==> src/common/brs_pkg.sv <==
// Overview of operation
// - memory code bits 5:0, reset 101011
// - memory bit 6 switches rail on
// - mode 0: ramp to new code after go
// - mode 1: memory code kept as preset
// - peripheral code bits 4:0, reset 11011, clamp
// - peripheral bit 5 selects half-size pass device
// - peripheral bit 6 reports rail on, read-only
// - peripheral mode 0: code applied at once
// - peripheral mode 1: preset applied at power-down
`default_nettype none
package brs_pkg;

  // ==========================================================
  // register map (index, byte address is four times it)
  localparam logic [7:0] MEM_REG_IDX = 8'h30;
  localparam logic [7:0] PERI_REG_IDX = 8'h31;
  localparam logic [7:0] STAT_REG_IDX = 8'h32;
  localparam int ADDR_IDX_LSB = 2;

  // ==========================================================
  // field positions
  localparam int MEM_CODE_MSB = 5;
  localparam int PERI_CODE_MSB = 4;
  localparam int PERI_HALF_BIT = 5;
  localparam int RAIL_ON_BIT = 6;
  localparam int APPLY_MODE_BIT = 7;

  // ==========================================================
  // reset values and limits
  localparam logic [7:0] MEM_REG_RST = 8'h2b;
  localparam logic [7:0] PERI_REG_RST = 8'h1b;
  localparam logic [5:0] MEM_CODE_RST = 6'h2b;
  localparam logic [4:0] PERI_CODE_RST = 5'h1b;
  localparam logic [4:0] PERI_CODE_MAX = 5'h1e;

  // ==========================================================
  // ramp timing
  localparam int CLK_PERIOD_NS = 100;
  localparam int RAMP_STEP_NS = 1000;
  localparam int RAMP_STEP_CYC = (RAMP_STEP_NS + CLK_PERIOD_NS - 1) / CLK_PERIOD_NS;
  localparam logic [3:0] RAMP_CNT_LAST = 4'(RAMP_STEP_CYC - 1);

  // ==========================================================
  // types
  typedef enum logic [1:0] {
    SEL_NONE = 2'h0,
    SEL_MEM = 2'h1,
    SEL_PERI = 2'h2,
    SEL_STAT = 2'h3
  } brs_sel_t;

  typedef enum logic [1:0] {
    RS_IDLE = 2'h0,
    RS_WAIT = 2'h1,
    RS_STEP = 2'h3
  } brs_ramp_st_t;

  typedef struct packed {
    logic wr;
    brs_sel_t sel;
    logic [7:0] wdata;
  } brs_req_t;

  typedef struct packed {
    logic on;
    logic [5:0] code;
    logic [5:0] preset;
    logic ramping;
  } brs_mem_out_t;

  typedef struct packed {
    logic on;
    logic halfSize;
    logic [4:0] code;
    logic [4:0] preset;
  } brs_peri_out_t;

  function automatic brs_sel_t brs_decode(input logic [31:0] addr);
    brs_sel_t s;
    s = SEL_NONE;
    if (addr == {22'h0, MEM_REG_IDX, 2'h0}) s = SEL_MEM;
    if (addr == {22'h0, PERI_REG_IDX, 2'h0}) s = SEL_PERI;
    if (addr == {22'h0, STAT_REG_IDX, 2'h0}) s = SEL_STAT;
    return s;
  endfunction : brs_decode

  // codes above the top step give the top voltage
  function automatic logic [4:0] brs_peri_clamp(input logic [4:0] c);
    return (c > PERI_CODE_MAX) ? PERI_CODE_MAX : c;
  endfunction : brs_peri_clamp

endpackage : brs_pkg
`default_nettype wire

==> src/rtl/brs_ahb_slave.sv <==
`default_nettype none
module brs_ahb_slave import brs_pkg::*; (
  input wire logic mclk,
  input wire logic rst_n,
  input wire logic ce,
  input wire logic hsel,
  input wire logic [31:0] haddr,
  input wire logic [1:0] htrans,
  input wire logic hwrite,
  input wire logic [31:0] hwdata,
  input wire logic hready,
  output logic hreadyout,
  output logic hresp,
  output logic [31:0] hrdata,
  output brs_req_t req,
  input wire logic [7:0] rdata
);
  logic dphWr_r;
  logic dphRd_r;
  logic rdDone_r;
  brs_sel_t dphSel_r;
  logic addrPh;

  assign addrPh = hsel & hready & htrans[1];
  // reads take one wait state so the data always come from a flop
  assign hreadyout = ce & ~(dphRd_r & ~rdDone_r);
  assign hresp = 1'b0;
  assign req.wr = ce & dphWr_r;
  assign req.sel = dphSel_r;
  assign req.wdata = hwdata[7:0];

  always_ff @(posedge mclk or negedge rst_n) begin
    if (!rst_n) begin
      dphWr_r <= 1'b0;
      dphRd_r <= 1'b0;
      dphSel_r <= SEL_NONE;
    end else if (ce && hready) begin
      dphWr_r <= addrPh & hwrite;
      dphRd_r <= addrPh & ~hwrite;
      dphSel_r <= addrPh ? brs_decode(haddr) : SEL_NONE;
    end
  end

  always_ff @(posedge mclk or negedge rst_n) begin
    if (!rst_n) begin
      rdDone_r <= 1'b0;
      hrdata <= 32'h0;
    end else if (ce) begin
      rdDone_r <= dphRd_r & ~rdDone_r;
      if (dphRd_r && !rdDone_r) begin
        hrdata <= {24'h0, rdata};
      end
    end
  end
endmodule : brs_ahb_slave
`default_nettype wire

==> src/rtl/brs_rail_regs.sv <==
// Chosen here: register access over AHB-Lite.
`default_nettype none
module brs_rail_regs import brs_pkg::*; (
  input wire logic mclk,
  input wire logic rst_n,
  input wire logic ce,
  input wire logic hsel,
  input wire logic [31:0] haddr,
  input wire logic [1:0] htrans,
  input wire logic hwrite,
  input wire logic [2:0] hsize,
  input wire logic [31:0] hwdata,
  input wire logic hready,
  output logic hreadyout,
  output logic hresp,
  output logic [31:0] hrdata,
  input wire logic memRailRampGo,
  input wire logic periPowerUp,
  input wire logic periPowerDown,
  output brs_mem_out_t memRail,
  output brs_peri_out_t periRail
);
  // ==========================================================
  // bus slave
  brs_req_t req;
  logic [7:0] rdata;
  logic [7:0] memReg_r;
  logic [7:0] periReg_r;
  logic [5:0] memPreset_r;
  logic [5:0] memPendCode_r;
  logic memPend_r;
  logic [4:0] periCode_r;
  logic [4:0] periPreset_r;
  logic periOn_r;
  logic periPresetUsed_r;
  logic rampStart;
  logic rampBusy;
  logic [5:0] rampLevel;
  logic wrMem;
  logic wrPeri;
  logic [7:0] statVal;

  brs_ahb_slave brs_ahb_slave_i (
    .mclk(mclk),
    .rst_n(rst_n),
    .ce(ce),
    .hsel(hsel),
    .haddr(haddr),
    .htrans(htrans),
    .hwrite(hwrite),
    .hwdata(hwdata),
    .hready(hready),
    .hreadyout(hreadyout),
    .hresp(hresp),
    .hrdata(hrdata),
    .req(req),
    .rdata(rdata)
  );

  // only whole-word transfers are expected; size is not checked
  assign wrMem = req.wr && req.sel == SEL_MEM;
  assign wrPeri = req.wr && req.sel == SEL_PERI;

  // ==========================================================
  // memory rail register
  always_ff @(posedge mclk or negedge rst_n) begin
    if (!rst_n) begin
      memReg_r <= MEM_REG_RST;
    end else if (ce && wrMem) begin
      memReg_r <= req.wdata;
    end
  end

  always_ff @(posedge mclk or negedge rst_n) begin
    if (!rst_n) begin
      memPreset_r <= MEM_CODE_RST;
    end else if (ce && wrMem && req.wdata[APPLY_MODE_BIT]) begin
      memPreset_r <= req.wdata[MEM_CODE_MSB:0];
    end
  end

  always_ff @(posedge mclk or negedge rst_n) begin
    if (!rst_n) begin
      memPend_r <= 1'b0;
      memPendCode_r <= MEM_CODE_RST;
    end else if (ce) begin
      if (wrMem && !req.wdata[APPLY_MODE_BIT]) begin
        memPend_r <= 1'b1;
        memPendCode_r <= req.wdata[MEM_CODE_MSB:0];
      end else if (memRailRampGo) begin
        memPend_r <= 1'b0;
      end
    end
  end

  assign rampStart = ce & memRailRampGo & memPend_r;

  brs_ramp brs_ramp_i (
    .mclk(mclk),
    .rst_n(rst_n),
    .ce(ce),
    .start(rampStart),
    .target(memPendCode_r),
    .level(rampLevel),
    .busy(rampBusy)
  );

  assign memRail.on = memReg_r[RAIL_ON_BIT];
  assign memRail.code = rampLevel;
  assign memRail.preset = memPreset_r;
  assign memRail.ramping = rampBusy;

  // ==========================================================
  // peripheral rail register
  // on bit is never taken from the bus
  always_ff @(posedge mclk or negedge rst_n) begin
    if (!rst_n) begin
      periReg_r <= PERI_REG_RST;
    end else if (ce && wrPeri) begin
      periReg_r <= {req.wdata[APPLY_MODE_BIT], 1'b0, req.wdata[PERI_HALF_BIT:0]};
    end
  end

  always_ff @(posedge mclk or negedge rst_n) begin
    if (!rst_n) begin
      periPreset_r <= PERI_CODE_RST;
    end else if (ce && wrPeri && req.wdata[APPLY_MODE_BIT]) begin
      periPreset_r <= brs_peri_clamp(req.wdata[PERI_CODE_MSB:0]);
    end
  end

  // applied code: immediate writes or preset at power-down
  always_ff @(posedge mclk or negedge rst_n) begin
    if (!rst_n) begin
      periCode_r <= PERI_CODE_RST;
      periPresetUsed_r <= 1'b0;
    end else if (ce) begin
      // clear first so a power-down marking in the same cycle wins
      if (periPowerUp) periPresetUsed_r <= 1'b0;
      if (periPowerDown && periReg_r[APPLY_MODE_BIT]) begin
        periCode_r <= periPreset_r;
        periPresetUsed_r <= 1'b1;
      end else if (wrPeri && !req.wdata[APPLY_MODE_BIT]) begin
        periCode_r <= brs_peri_clamp(req.wdata[PERI_CODE_MSB:0]);
      end
    end
  end

  // on state follows the sequencer, not software
  always_ff @(posedge mclk or negedge rst_n) begin
    if (!rst_n) begin
      periOn_r <= 1'b0;
    end else if (ce) begin
      if (periPowerUp) periOn_r <= 1'b1;
      else if (periPowerDown && !periReg_r[APPLY_MODE_BIT]) periOn_r <= 1'b0;
    end
  end

  assign periRail.on = periOn_r;
  assign periRail.halfSize = periReg_r[PERI_HALF_BIT];
  assign periRail.code = periCode_r;
  assign periRail.preset = periPreset_r;

  // ==========================================================
  // read mux
  assign statVal = {4'h0, periPresetUsed_r, periOn_r, memPend_r, rampBusy};

  always_comb begin
    case (req.sel)
      SEL_MEM: rdata = memReg_r;
      // live on state in bit 6
      SEL_PERI: rdata = {periReg_r[APPLY_MODE_BIT], periOn_r, periReg_r[PERI_HALF_BIT:0]};
      SEL_STAT: rdata = statVal;
      default: rdata = 8'h0;
    endcase
  end
endmodule : brs_rail_regs
`default_nettype wire

==> src/rtl/brs_ramp.sv <==
`default_nettype none
module brs_ramp import brs_pkg::*; (
  input wire logic mclk,
  input wire logic rst_n,
  input wire logic ce,
  input wire logic start,
  input wire logic [5:0] target,
  output logic [5:0] level,
  output logic busy
);
  brs_ramp_st_t state_r;
  logic [5:0] goal_r;
  logic [3:0] cnt_r;

  assign busy = (state_r != RS_IDLE);

  always_ff @(posedge mclk or negedge rst_n) begin
    if (!rst_n) begin
      state_r <= RS_IDLE;
      goal_r <= MEM_CODE_RST;
      cnt_r <= 4'h0;
    end else if (ce) begin
      case (state_r)
        RS_IDLE: begin
          if (start) begin
            goal_r <= target;
            cnt_r <= 4'h0;
            state_r <= RS_WAIT;
          end
        end
        RS_WAIT: begin
          // a new go retargets a ramp in flight
          if (start) goal_r <= target;
          if (level == goal_r && !start) state_r <= RS_IDLE;
          else if (cnt_r == RAMP_CNT_LAST) state_r <= RS_STEP;
          else cnt_r <= cnt_r + 4'h1;
        end
        RS_STEP: begin
          cnt_r <= 4'h0;
          state_r <= RS_WAIT;
        end
        default: state_r <= RS_IDLE;
      endcase
    end
  end

  // one code step per step period keeps the rail slew bounded
  always_ff @(posedge mclk or negedge rst_n) begin
    if (!rst_n) begin
      level <= MEM_CODE_RST;
    end else if (ce && state_r == RS_STEP) begin
      if (level < goal_r) level <= level + 6'h1;
      else if (level > goal_r) level <= level - 6'h1;
    end
  end
endmodule : brs_ramp
`default_nettype wire

==> config.mk <==
export PLATFORM = sky130hd
export DESIGN_NAME = brs_rail_regs
export DESIGN_NICKNAME = d
export VERILOG_FILES = /design/src/common/brs_pkg.sv /design/src/rtl/brs_ahb_slave.sv /design/src/rtl/brs_rail_regs.sv /design/src/rtl/brs_ramp.sv
export SDC_FILE = /design/constraint.sdc
export NUM_CORES = 1
export LEC_CHECK = 0
export BUFFER_PORTS_ARGS = -buffer_cell sky130_fd_sc_hd__buf_2
export CORE_MARGIN = 5
export CORE_UTILIZATION = 25
export CTS_CLUSTER_DIAMETER = 50
export DETAILED_ROUTE_END_ITERATION = 10
export PLACE_DENSITY_LB_ADDON = 0.2
export SLEW_MARGIN = 40
export SYNTH_ARGS = -nofsm -noshare
export SYNTH_HDL_FRONTEND = slang
export SYNTH_SLANG_ARGS = --single-unit
==> constraint.sdc <==
create_clock -name mclk -period 4.8 [get_ports mclk]
set_clock_uncertainty 0.1 [all_clocks]
set_input_delay 0.96 -clock mclk [delete_from_list [all_inputs] [get_ports mclk]]
set_output_delay 0.96 -clock mclk [all_outputs]
set_load 0.05 [all_outputs]
==> Word-level counts from Yosys, hierarchy flattened <==
Index checks and enable logic that the tools add are counted.
{ "totals": {"word_cells": 111, "output_inout_bits": 60, "input_bits": 78, "register_bits": 71} }
{ "classes": {"n_eq_ne": 14, "addsub": 3, "n_mux": 24, "n_reduce_logical": 37, "magnitude_cmp": 3, "bitwise_logic": 12} }
{ "op_table": {"columns": ["operator", "n"], "rows": [
  ["== test 32 x 8 -> 1 bit (second input constant)", 3],
  ["case mux 8 bit (3 select lines)", 1],
  ["2-to-1 mux 5 bit", 3],
  ["logical AND 1 bit", 14],
  ["AND reduction 2 bit", 7],
  ["2-to-1 mux 2 bit", 6],
  ["2-to-1 mux 4 bit", 3],
  ["2-to-1 mux 6 bit", 2],
  ["case mux 4 bit (3 select lines)", 1],
  ["nonzero test 2 bit", 6],
  ["AND 1 bit", 9],
  ["2-to-1 mux 1 bit", 7],
  ["adder 6 x 1 -> 6 bit (second input constant)", 1],
  ["== test 2 bit (second input constant)", 3],
  ["== test 6 bit", 1],
  ["> comparator 6 bit", 1],
  ["< comparator 6 bit", 1],
  ["case mux 2 bit (3 select lines)", 1],
  ["AND reduction 3 bit", 2],
  ["subtractor 6 x 1 -> 6 bit (second input constant)", 1],
  ["> comparator 5 bit (second input constant)", 1],
  ["AND reduction 5 bit", 1],
  ["adder 4 x 1 -> 4 bit (second input constant)", 1],
  ["== test 2 x 1 -> 1 bit (second input constant)", 2],
  ["other kinds (9)", 15]
]} }

==> Longest topological paths before layout <==
Gate-level depths: netlist (run 1).
{ "depth": {"word_depth": 6, "ltp_mapped": 13, "ltp_nobuf": 13} }

==> By module <==
A second synthesis (run 1) with hierarchy kept.
{ "hier_totals": {"hier_cells": 328, "hier_area_um2": 3842.4} }
{ "by_module_without_submodules": {"columns": ["mod", "cells_per_inst", "n_inst", "area_each_um2"], "rows": [
  ["brs_rail_regs", 130, 1, 1804.2],
  ["brs_ramp", 114, 1, 1189.9],
  ["brs_ahb_slave", 84, 1, 848.3]
]} }

==> Least setup slack after synthesis (run 1) <==
No wires, ideal clock.
{ "synth_timing": {"path_type": "input port to output port", "start": "input port ce", "end": "output port hreadyout", "cell_stages": 2, "t_required_ns": 3.740, "arrival_time_ns": 2.340, "path_slack_ns": 1.400, "n_path_buf": 1, "cell_sequence": "buf_2 a21boi_0"} }
{ "synth_via": {"elab_chain_len": 1} }
{ "synth_rtl": {"columns": ["item", "line_no", "source"], "rows": [
  ["start: declaration", "brs_rail_regs.sv:6", "input wire logic ce,"],
  ["AND 1 bit", "brs_ahb_slave.sv:26", "assign hreadyout = ce & ~(dphRd_r & ~rdDone_r);"],
  ["end: declaration", "brs_rail_regs.sv:14", "output logic hreadyout,"]
]} }
Every way passes these cells.

==> Worst setup path after layout (run 1) <==
{ "layout_timing": {"start": "register brs_ramp_i.goal_r[3]", "end": "register brs_ramp_i.level[5]"} }
{ "layout_via": {"elab_chain_len": 3, "elab_cells_between_ends": 5, "cone_classes": "order compare (2); mux (1); reduce/logical (2)"} }
{ "layout_rtl": {"columns": ["item", "line_no", "source"], "rows": [
  ["start: declaration", "brs_ramp.sv:12", "logic [5:0] goal_r;"],
  ["start signal: assignment", "brs_ramp.sv:26", "goal_r <= target;"],
  ["start signal: assignment", "brs_ramp.sv:33", "if (start) goal_r <= target;"],
  ["> comparator 6 bit / < comparator 6 bit (equally long branches)", "brs_ramp.sv:53, brs_ramp.sv:52", null],
  ["nonzero test 2 bit (no line)", null, null],
  ["AND reduction 2 bit (no line)", null, null],
  ["end signal: assignment", "brs_ramp.sv:52", "if (level < goal_r) level <= level + 6'h1;"],
  ["end signal: assignment", "brs_ramp.sv:53", "else if (level > goal_r) level <= level - 6'h1;"],
  ["end: declaration", "brs_ramp.sv:8", "output logic [5:0] level,"]
]} }
Parallel ways exist; a longest one is shown, timed or not.
A chain may end at the register's enable or synchronous reset.

==> results of run 1 <==
[worst max-delay path, delay by kind of cell, from the launching register on]
| family | cells | cell delay (ps) |
|---|---|---|
| compound gates | 8 | 1420 |
| fa+ha+maj | 2 | 600 |
| flops | 1 | 530 |
| buf+inv | 2 | 170 |
| xor+xnor | 1 | 130 |
[placed cells by master (no fill, tap or decap), types with 6 or more instances in the layout]
master	count
xnor2_1	6
buf_2	83
o21ai_1	7
nor2_1	12
clkbuf_16	9
conb_1	25
inv_1	16
mux2_1	32
a22oi_1	7
dfstp_2	32
nor4_1	6
o21ai_0	13
nand2_1	40
mux2_2	9
dfrtp_1	39
ha_1	17
a21oi_1	16
nand3_1	7
[where the power goes]
part	total [mW]	switching (mW)	internal, mW
clock network	0.736	0.263	0.473
registers	0.607	0.00356	0.603
logic	0.105	0.0833	0.0219
[how the worst min path moves through the flow]
| stage | to | slack [ps] | depth (start not counted) |
|---|---|---|---|
| floorplan | periPresetUsed_r$_DFFE_PN0P_ | 340 | 2 |
| global placement | brs_ahb_slave_i.hrdata[5]$_DFFE_PN0P_ | 370 | 2 |
| detailed placement | periPresetUsed_r$_DFFE_PN0P_ | 370 | 2 |
| CTS | brs_ahb_slave_i.hrdata[4]$_DFFE_PN0P_ | 380 | 2 |
| global route | periPresetUsed_r$_DFFE_PN0P_ | 410 | 2 |
| finish | brs_ahb_slave_i.hrdata[4]$_DFFE_PN0P_ | 370 | 2 |
[sequential cells by signal, summed over array words and instances, names as in the netlist]
name                      flops
memPreset_r                   6
brs_ahb_slave_i.dphRd_r       1
brs_ahb_slave_i.dphSel_r      2
periOn_r                      1
brs_ramp_i.goal_r             6
memPend_r                     1
memPendCode_r                 6
brs_ahb_slave_i.rdDone_r      1
brs_ahb_slave_i.hrdata        8
brs_ramp_i.cnt_r              4
brs_ahb_slave_i.dphWr_r       1
periPreset_r                  5
brs_ramp_i.state_r            2
memReg_r                      8
brs_ramp_i.level              6
periPresetUsed_r              1
periCode_r                    5
periReg_r                     7
[metal layers]
metal / GRT usage (%) / vias to the layer above / wire length (um)
met5: 0 / - / 0
met4: 1.94 / 0 / 72
met3: 4.31 / 8 / 583
met2: 17.8 / 83 / 4280
met1: 12.4 / 1289 / 3890
li1: - / 1323 / -
[cells by family (layout without fill, tap and decap cells)]
| group | Yosys count | count (layout) |
|---|---|---|
| adder cells (fa/ha/maj) | 18 | 18 |
| XOR/XNOR | 6 | 6 |
| other | 1 | 25 |
| AND/OR/NAND/NOR | 83 | 83 |
| buffers and inverters | 52 | 118 |
| AO/OA/AOI/OAI | 63 | 63 |
| multiplexers | 46 | 46 |
| flip-flops | 71 | 71 |
[metrics by stage]
| stage | cell area (um^2) | hold slack, ps | instances |
|---|---|---|---|
| after CTS | 4640 | 384 | 618 |
| after global placement | 4310 | 366 | 602 |
| after global routing | 4640 | 413 | 618 |
| final | 4640 | 375 | 618 |
| after detailed placement | 4310 | 367 | 602 |
| after floorplan | 3900 | 341 | 364 |
[Yosys cell counts (7+ instances only)]
| cell | instances | area share (%) |
|---|---|---|
| buf_4 | 31 | 6.1 |
| dfstp_2 | 32 | 22 |
| o21ai_0 | 13 | 1.7 |
| o21ai_1 | 7 | 0.92 |
| dfrtp_1 | 39 | 26 |
| a22oi_1 | 7 | 1.4 |
| nand3_1 | 7 | 0.92 |
| nor2_1 | 12 | 1.2 |
| mux2_1 | 32 | 9.5 |
| inv_1 | 16 | 1.6 |
| ha_1 | 17 | 5.6 |
| a21oi_1 | 16 | 2.1 |
| nand2_1 | 40 | 3.9 |
| mux2_2 | 9 | 2.7 |
[area by class of cell]
cell class                 instances  area [um^2]  area share [%]
inverter                          17         63.8            1.37
clock inverter                     6         91.3            1.97
timing repair buffer              85          430            9.27
clock buffer                      10          239            5.15
multi-input combinational        241         1770            38.1
sequential                        71         1820            39.1
tap                              188          235            5.06
==> impl_results.md, run 1 <==
- Yosys warns: 0
- Post-route DRC: 0
- CTS resizes: 0
- CTS root buf: clkbuf_16
- Avg Inst Size Synth: roughly 11 um^2
- Tot Pwr: 1.45 mW
- Post-synth EDFFs: 0
- Status: finished, final reports clean
- Power Dens Cells: roughly 310 nW/um^2
- Drt pass-1 iters: 4
- H-tree Lvls: 3
- Worst Path Max Fanout: 5
- Setup crit end kind: register
- Fin. max-slew vios: 0
- Initial DRC Count: 83
- Post-Synth XOR/XNOR Area: under 10%
- RR Startpoint: brs_ramp_i.goal_r[3]$_DFFE_PN1P_
- Register area share after synthesis: approximately 48%
- R2R Setup Slk: about 1800 ps
- Post-synthesis cell type count: a little over 50
- Period minus WS final: ~3000 ps
- Maximum root-to-sink buffer count: 2
- Routed wire per std cell: between 10 and 15 um
- Peak VDD IR: around 190 uV
- # rows: 45
- Setup ws final: roughly 1800 ps
- Hold-fix buffers, CTS: 0
- Total negative slack: 0 ps
- R2R Path End: brs_ramp_i.level[5]$_DFFE_PN1P_
- CP arrival: between 3000 and 4000 ps
- Cells after synthesis: 340
- End of the critical path: brs_ramp_i.level[5]$_DFFE_PN1P_
- Die height: about 130 um
- Min-Delay Path Class: register to register
- Antenna-violating nets left: 0
- Slowest CP cell: dfstp_2
- RSZ-0062 raised after global routing: false
- Final Hold Viols: 0
- Final WL: between 8000 and 9000 um
- Clock latency on the worst-skew pair: approximately 340 ps
- # clock sinks: 71
- Hold_sp: brs_ahb_slave_i.hrdata[4]$_DFFE_PN0P_
- Via density: between 4 and 5
- Ys flop type: dfrtp_1
- Pre-CTS setup slack: roughly 1800 ps
- Die W: about 130 um
- CTS tree: done
- Endpoints failing setup: 0
- F_max: between 0.3 and 0.4 GHz
- Core Box Area: 15100 um^2
- Max-Cap Viols: 0
- DPL Wire Length: approximately 6800 um
- Buffers on Ports: 84
- Reg clk slew, reported paths: roughly 60 ps
- Fraction of the mapped netlist area in simple logic gates: a little under an eighth
- Async SR Flop Fraction: between 90% and 100%
- Area share of fa/ha/maj cells after synthesis: under 10%
- Complex-gate fraction of the synthesized area: 11.1%
- Critical Path Source: brs_ramp_i.goal_r[3]$_DFFE_PN1P_
- Share of layout cells above drive strength 1: between 30% and 40%
- Cell Area, Synth: about 3800 um^2
- Fill count: 1604
- Max stage delay on crit path: ~530 ps
- Fin crit share: a little over three fifths
- Global-route wire length before repair: between 10000 and 15000 um
- Final core utilization: a little under a third
- Post-synthesis mux area share: between 10% and 20%
- Startpoint types: register
- Worst Path Required: between 4000 and 5000 ps
- Total die area: around 18000 um^2
- Worst path cell trace: inv_1 > ha_1 > a21o_1 > a31oi_2 > o311a_1 > inv_1 > ha_1 > a211oi_1 > o21bai_1 > a21oi_1 > a221oi_1 > o21ai_1 > xnor2_1
- Post-CTS setup buffers: 0
- Total congestion overflow: 0
- Worst relative slew slack: between 50% and 60%
- Via count: roughly 2700
- Ant. Diodes: 0
- CTS Buf Count: 9
- Initial antenna violation count: 0
- Final net count: around 520
- Number of global-route vias before repair: just under 3000
- Slew @ Worst Pin: a little under 700 ps
- Largest net degree at the start of global routing: between 40 and 50
- Crit Path Category: register to register
- Main combinational cell family by area after synthesis: multiplexers
- Initial Util: 25.2%
- Leakage: 2.30 nW
- Yosys reg bits: 71
- All-Layer GR Usage: between 10% and 20%
- Io pins: approximately 140
- Worst reg2reg path depth: 13
- Gpl congestion: a little under 0.8
- Layout area overhead: 22.0%
No activity file was read; power rests on OpenSTA's default activity.
==> inputs of run 2 (changes only) <==
clock period = 3 ns   (was 4.8 ns; I/O delays follow)
==> impl_results.md, run 2 (synthesis results as in run 1) <==
- Fill count: 1565 (-2.4%)
- Fin. max-slew vios: 0 (unchanged)
- DP Area: 4340 um^2 (+0.58%)
- All-Layer GR Usage: 10.5% (+0.11 points)
- Multi-input logic area: 1810 um^2 (+2.3%)
- Register area: 1820 um^2 (unchanged)
- Status: finished, final reports clean
- Startpoint types: register
- Antenna-violating nets left: 0 (unchanged)
- Tot Pwr: 2.32 mW (+60%)
- Commonest non-fill, non-tap cell in the layout: buf_2
- CTS Buf Count: 9 (unchanged)
- DPL Wire Length: 6890 um (+1.0%)
- Share of layout cells above drive strength 1: 38.5% (+1.7 points)
- Routed wire per std cell: 14.3 um (about the same)
- Power Dens Cells: 490 nW/um^2 (+57%)
- Setup crit end kind: register
- Number of global-route vias before repair: 2885 (-3.0%)
- Peak VDD IR: 312 uV (+68%)
- F_max: 0.348 GHz (+4.9%)
- # rows: 45 (unchanged)
- Design Area, Final: 4730 um^2 (+1.8%)
- Maximum root-to-sink buffer count: 2 (unchanged)
- Most frequent cells in the layout: buf_2 (84), nand2_1 (40), dfrtp_1 (39)
- Endpoints failing setup: 0 (unchanged)
- Inst Count DP: 604 (+0.33%)
- Fin crit share: 95.7% (+33 points)
- Worst relative slew slack: 56.9% (+2.0 points)
- Final net count: 525 (+0.77%)
- Total congestion overflow: 0 (unchanged)
- Max-Cap Viols: 0 (unchanged)
- Largest regs: brs_ahb_slave_i.hrdata x8, memReg_r x8, periReg_r x7
- Via count: 2790 (+3.2%)
- Final WL: 8880 um (+0.57%)
- Drt pass-1 iters: 4 (unchanged)
- Post-route DRC: 0 (unchanged)
- H-tree Lvls: 3 (unchanged)
- RSZ-0062 raised after global routing: false
- Initial DRC Count: 117 (+41%)
- # clock sinks: 71 (unchanged)
- Slew @ Worst Pin: 647 ps (-28.4 ps)
- Largest net degree at the start of global routing: 48 (-2.0%)
- Buffers on Ports: 84 (unchanged)
- Gpl congestion: 0.757 (-3.0%)
- Global-route wire length before repair: 15000 um (+0.79%)
- CTS root buf: clkbuf_16
- Final Hold Viols: 0 (unchanged)
- CTS tree: done
- Initial antenna violation count: 0 (unchanged)
- Initial Util: 25.2% (unchanged)
- Die W: 133 um (unchanged)
- Worst Path Max Fanout: 5 (unchanged)
- Via density: 4.49 (+2.6%)
- Crit Path Category: register to register
- Layout area overhead: 24.2%
- Total die area: 17800 um^2 (unchanged)
- Io pins: 138 (unchanged)
- Period minus WS final: 2870 ps (-139 ps)
- Hold-fix buffers, CTS: 0 (unchanged)
- Reg clk slew, reported paths: 60 ps (about the same)
- Worst Path Required: 3110 ps (-1850 ps)
- Core Box Area: 15100 um^2 (unchanged)
- Leakage: 2.34 nW (+1.4%)
- Total negative slack: 0 ps (unchanged)
- Min-Delay Path Class: input port to asynchronous set/reset pin
- CP arrival: 2980 ps (-190 ps)
- Ant. Diodes: 0 (unchanged)
- Die height: 133 um (unchanged)
- Clock latency on the worst-skew pair: 330 ps (about the same)
- Final non-filler cell total: 622 (+0.65%)
==> run 2: cell count changes in the layout (fill, tap and decap cells not counted), sizes merged <==
cell    change
buf         +4
clkbuf      +2
inv         -2
==> run 2: cell type report <==
type / count / share of cell area [%]
inverters: 17 / 1.35
multi-input cells: 241 / 38.2
clock buffers: 12 / 5.42
flip-flops and latches: 71 / 38.4
well taps: 188 / 4.97
repair buffers: 89 / 9.95
clock inverters: 4 / 1.64
==> run 2: repair_timing <==
| action | CTS | global route |
|---|---|---|
| resized for setup | 1 | 6 |
| pin swaps | 2 | 2 |
| setup endpoints to repair | 1 | 2 |
| endpoints found under the hold margin | 0 | 0 |
| setup buffers | 1 | 1 |
==> run 2: metal layers <==
| metal | GRT usage [%] | part of all wire [%] |
|---|---|---|
| met5 | 0 | 0 |
| met4 | 1.71 | 0.55 |
| met3 | 4.38 | 6.6 |
| met2 | 17.6 | 50 |
| met1 | 13.0 | 43 |
==> run 2: worst paths after layout <==
path                                                        from                                 endpoint  slack, ps  cells past startpoint
max                              brs_ramp_i.level[3]$_DFFE_PN1P_          brs_ramp_i.level[4]$_DFFE_PN0P_        130                     10
min                                                        rst_n          brs_ramp_i.level[2]$_DFFE_PN0P_        190                      1
max reg2reg                      brs_ramp_i.level[3]$_DFFE_PN1P_          brs_ramp_i.level[4]$_DFFE_PN0P_        130                     10
min reg2reg                brs_ahb_slave_i.hrdata[0]$_DFFE_PN0P_    brs_ahb_slave_i.hrdata[0]$_DFFE_PN0P_        380                      2
max in group asynchronous                                  rst_n         brs_ramp_i.goal_r[5]$_DFFE_PN1P_       1890                      2
min in group mclk                                       haddr[2]  brs_ahb_slave_i.dphSel_r[0]$_DFFE_PN0P_        360                      2
==> run 2: where the power goes <==
group	leakage (nW)	switching [mW]	internal, mW
Combinational	1.30	0.135	0.0364
Clock	0.163	0.400	0.776
Sequential	0.869	0.00578	0.966
Total	2.34	0.540	1.78
==> run 2: stage by stage <==
stage          hold WS (ps)  utilization [%]  setup slack (ps)
2_1_floorplan           204                -              54.4
3_3_place_gp            364             28.7              50.8
3_5_place_dp            368             28.7              21.1
4_1_cts                 218             31.1              24.4
5_1_grt                 242             31.3              20.5
6_report                186             31.3               129
==> run 2: critical path, stage by stage (launching register included) <==
cell	delay [ps]
dfstp_2	590
ha_1	260
a21o_1	170
a31oi_2	210
o311a_1	240
inv_2	100
fa_2	360
a21o_1	170
a21oi_1	180
xnor2_1	80
mux2_1	290
==> inputs of run 3 (changes only) <==
GPL_TIMING_DRIVEN = 0   (was not set)
==> impl_results.md, run 3 (synthesis results as in run 1) <==
- H-tree Lvls: 3 (unchanged)
- All-Layer GR Usage: 10.9% (+0.42 points)
- Max stage delay on crit path: 600 ps (about the same)
- Setup ws final: 110 ps (-18.8 ps)
- Peak VDD IR: 259 uV (-17%)
- Final WL: 9420 um (+6.0%)
- Worst Path Required: 3120 ps (about the same)
- Largest regs: brs_ahb_slave_i.hrdata x8, memReg_r x8, periReg_r x7
- Total die area: 17800 um^2 (unchanged)
- Power Dens Cells: 456 nW/um^2 (-7.0%)
- Sw power: 0.573 mW (+6.0%)
- Buffers on Ports: 84 (unchanged)
- Largest net degree at the start of global routing: 54 (+13%)
- Final Hold Viols: 0 (unchanged)
- Core Box Area: 15100 um^2 (unchanged)
- Worst path cell trace: ha_1 > a21oi_1 > o311a_4 > inv_4 > fa_1 > a21o_1 > a21oi_1 > xnor2_1 > mux2_1
- Min-Delay Path Class: input port to register
- Share of power burned in registers: 42.1% (+0.2 points)
- Antenna-violating nets left: 0 (unchanged)
- Initial DRC Count: 84 (-28%)
- Worst Path Max Fanout: 5 (unchanged)
- Die height: 133 um (unchanged)
- Via count: 2854 (+2.3%)
- Ant. Diodes: 0 (unchanged)
- CP most frequent cell: a21oi_1
- Number of global-route vias before repair: 3010 (+4.3%)
- Clock power share: 48.8% (-1.9 points)
- Max-Cap Viols: 0 (unchanged)
- Total congestion overflow: 0 (unchanged)
- Gpl congestion: 0.748 (-1.2%)
- Period minus WS final: 2890 ps (+18.8 ps)
- Inst Count DP: 637 (+5.5%)
- Startpoint types: register
- Share of layout cells above drive strength 1: 43.3% (+4.8 points)
- CTS root buf: clkbuf_16
- Fin. max-slew vios: 0 (unchanged)
- Initial antenna violation count: 0 (unchanged)
- Drt pass-1 iters: 4 (unchanged)
- Most frequent cells in the layout: buf_2 (85), nand2_1 (40), dfrtp_1 (39)
- Maximum root-to-sink buffer count: 2 (unchanged)
- Die W: 133 um (unchanged)
- Initial Util: 25.2% (unchanged)
- Post-route DRC: 0 (unchanged)
- Total negative slack: 0 ps (unchanged)
- Pint: 1.72 mW (-3.0%)
- Slowest CP cell: dfstp_2
- Reg clk slew, reported paths: 60 ps (about the same)
- # clock sinks: 71 (unchanged)
- Leakage: 2.53 nW (+8.3%)
- CP arrival: 3010 ps (+30 ps)
- Routed wire per std cell: 14.3 um (about the same)
- Setup crit end kind: register
- Layout area overhead: 32.3%
- CTS tree: done
- Io pins: 138 (unchanged)
- Commonest non-fill, non-tap cell in the layout: buf_2
- Sw frac: 24.9% (+1.6 points)
- # rows: 45 (unchanged)
- F_max: 0.346 GHz (-0.65%)
- DPL Wire Length: 7160 um (+4.0%)
- Pre-CTS setup slack: 33.9 ps (+12.8 ps)
- CTS Buf Count: 9 (unchanged)
- Status: finished, final reports clean
- Final net count: 562 (+7.0%)
- Final non-filler cell total: 659 (+5.9%)
- Fin crit share: 96.3% (+0.63 points)
- Via density: 4.33 (-3.4%)
- Crit Path Category: register to register
- R2R Setup Slk: 110 ps (-20 ps)
- Endpoints failing setup: 0 (unchanged)
- Final core utilization: 33.4% (+2.0 points)
- Comb power frac: 9.0% (+1.6 points)
- Clock latency on the worst-skew pair: 340 ps (about the same)
- Global-route wire length before repair: 15300 um (+2.6%)
## run 3: cell count changes in the layout (fill, tap and decap cells not counted), sizes merged
cell	change
dlygate4sd3	+1
bufinv	-1
buf	+35
inv	+2
## run 3: per-stage QoR
step / total power, mW / hold WS (ps) / cell area, um^2
6_report: 2.30 / 353 / 5040
5_1_grt: 2.40 / 344 / 5040
4_1_cts: 2.34 / 339 / 4910
3_5_place_dp: 1.19 / 364 / 4590
3_3_place_gp: 1.19 / 365 / 4550
2_1_floorplan: 1.11 / 204 / 3900
## run 3: layout make-up
cell class | count | area [um^2]
Buffer | 35 | 250
Fill cell | 1562 | 10100
Inverter | 17 | 66.3
Tap cell | 188 | 235
Multi-Input combinational cell | 241 | 1850
Clock inverter | 5 | 62.6
Clock buffer | 11 | 253
Timing Repair Buffer | 91 | 502
Sequential cell | 71 | 1820
## run 3: power by group through the flow
stage	Sequential (mW)	Combinational [mW]	Clock [mW]
finish	0.968	0.207	1.12
global route	0.968	0.227	1.21
CTS	0.968	0.210	1.16
detailed placement	0.984	0.209	0
global placement	0.984	0.202	0
floorplan	0.983	0.129	0
## run 3: layer usage
metal,global-route usage (%),wire [um],vias to the layer above,part of all wire [%]
met2,18.8,4730,93,50
met5,0,0,-,0
met3,3.63,556,10,5.9
li1,-,-,1392,-
met4,3.09,107,0,1.1
met1,13.1,4020,1359,43
## run 3: worst paths after layout
| kind | startpoint | end | depth (start not counted) |
|---|---|---|---|
| max in group asynchronous | rst_n | brs_ramp_i.goal_r[0]$_DFFE_PN1P_ | 3 |
| min | hwrite | brs_ahb_slave_i.dphRd_r$_DFFE_PN0P_ | 2 |
| min reg2reg | brs_ahb_slave_i.hrdata[5]$_DFFE_PN0P_ | brs_ahb_slave_i.hrdata[5]$_DFFE_PN0P_ | 2 |
| max | brs_ramp_i.level[1]$_DFFE_PN1P_ | brs_ramp_i.level[4]$_DFFE_PN0P_ | 9 |
| max reg2reg | brs_ramp_i.level[1]$_DFFE_PN1P_ | brs_ramp_i.level[4]$_DFFE_PN0P_ | 9 |
| min in group asynchronous | rst_n | brs_ramp_i.level[4]$_DFFE_PN0P_ | 2 |
## run 3: repair_timing
item / in CTS / in global routing
hold endpoints to repair: 14 / 0
hold buffers: 1 / 0
endpoints found under the setup margin: 0 / 2
gates resized for setup: 0 / 12
setup buffers: 0 / 5
## run 3: critical path, delay by kind of cell, from the launching register on
family	cells	cell delay, ps
AO/OA/AOI/OAI	4	950
adder cells (fa/ha/maj)	2	690
flip-flops	1	600
multiplexers	1	280
XOR/XNOR	1	80
buffers and inverters	1	70
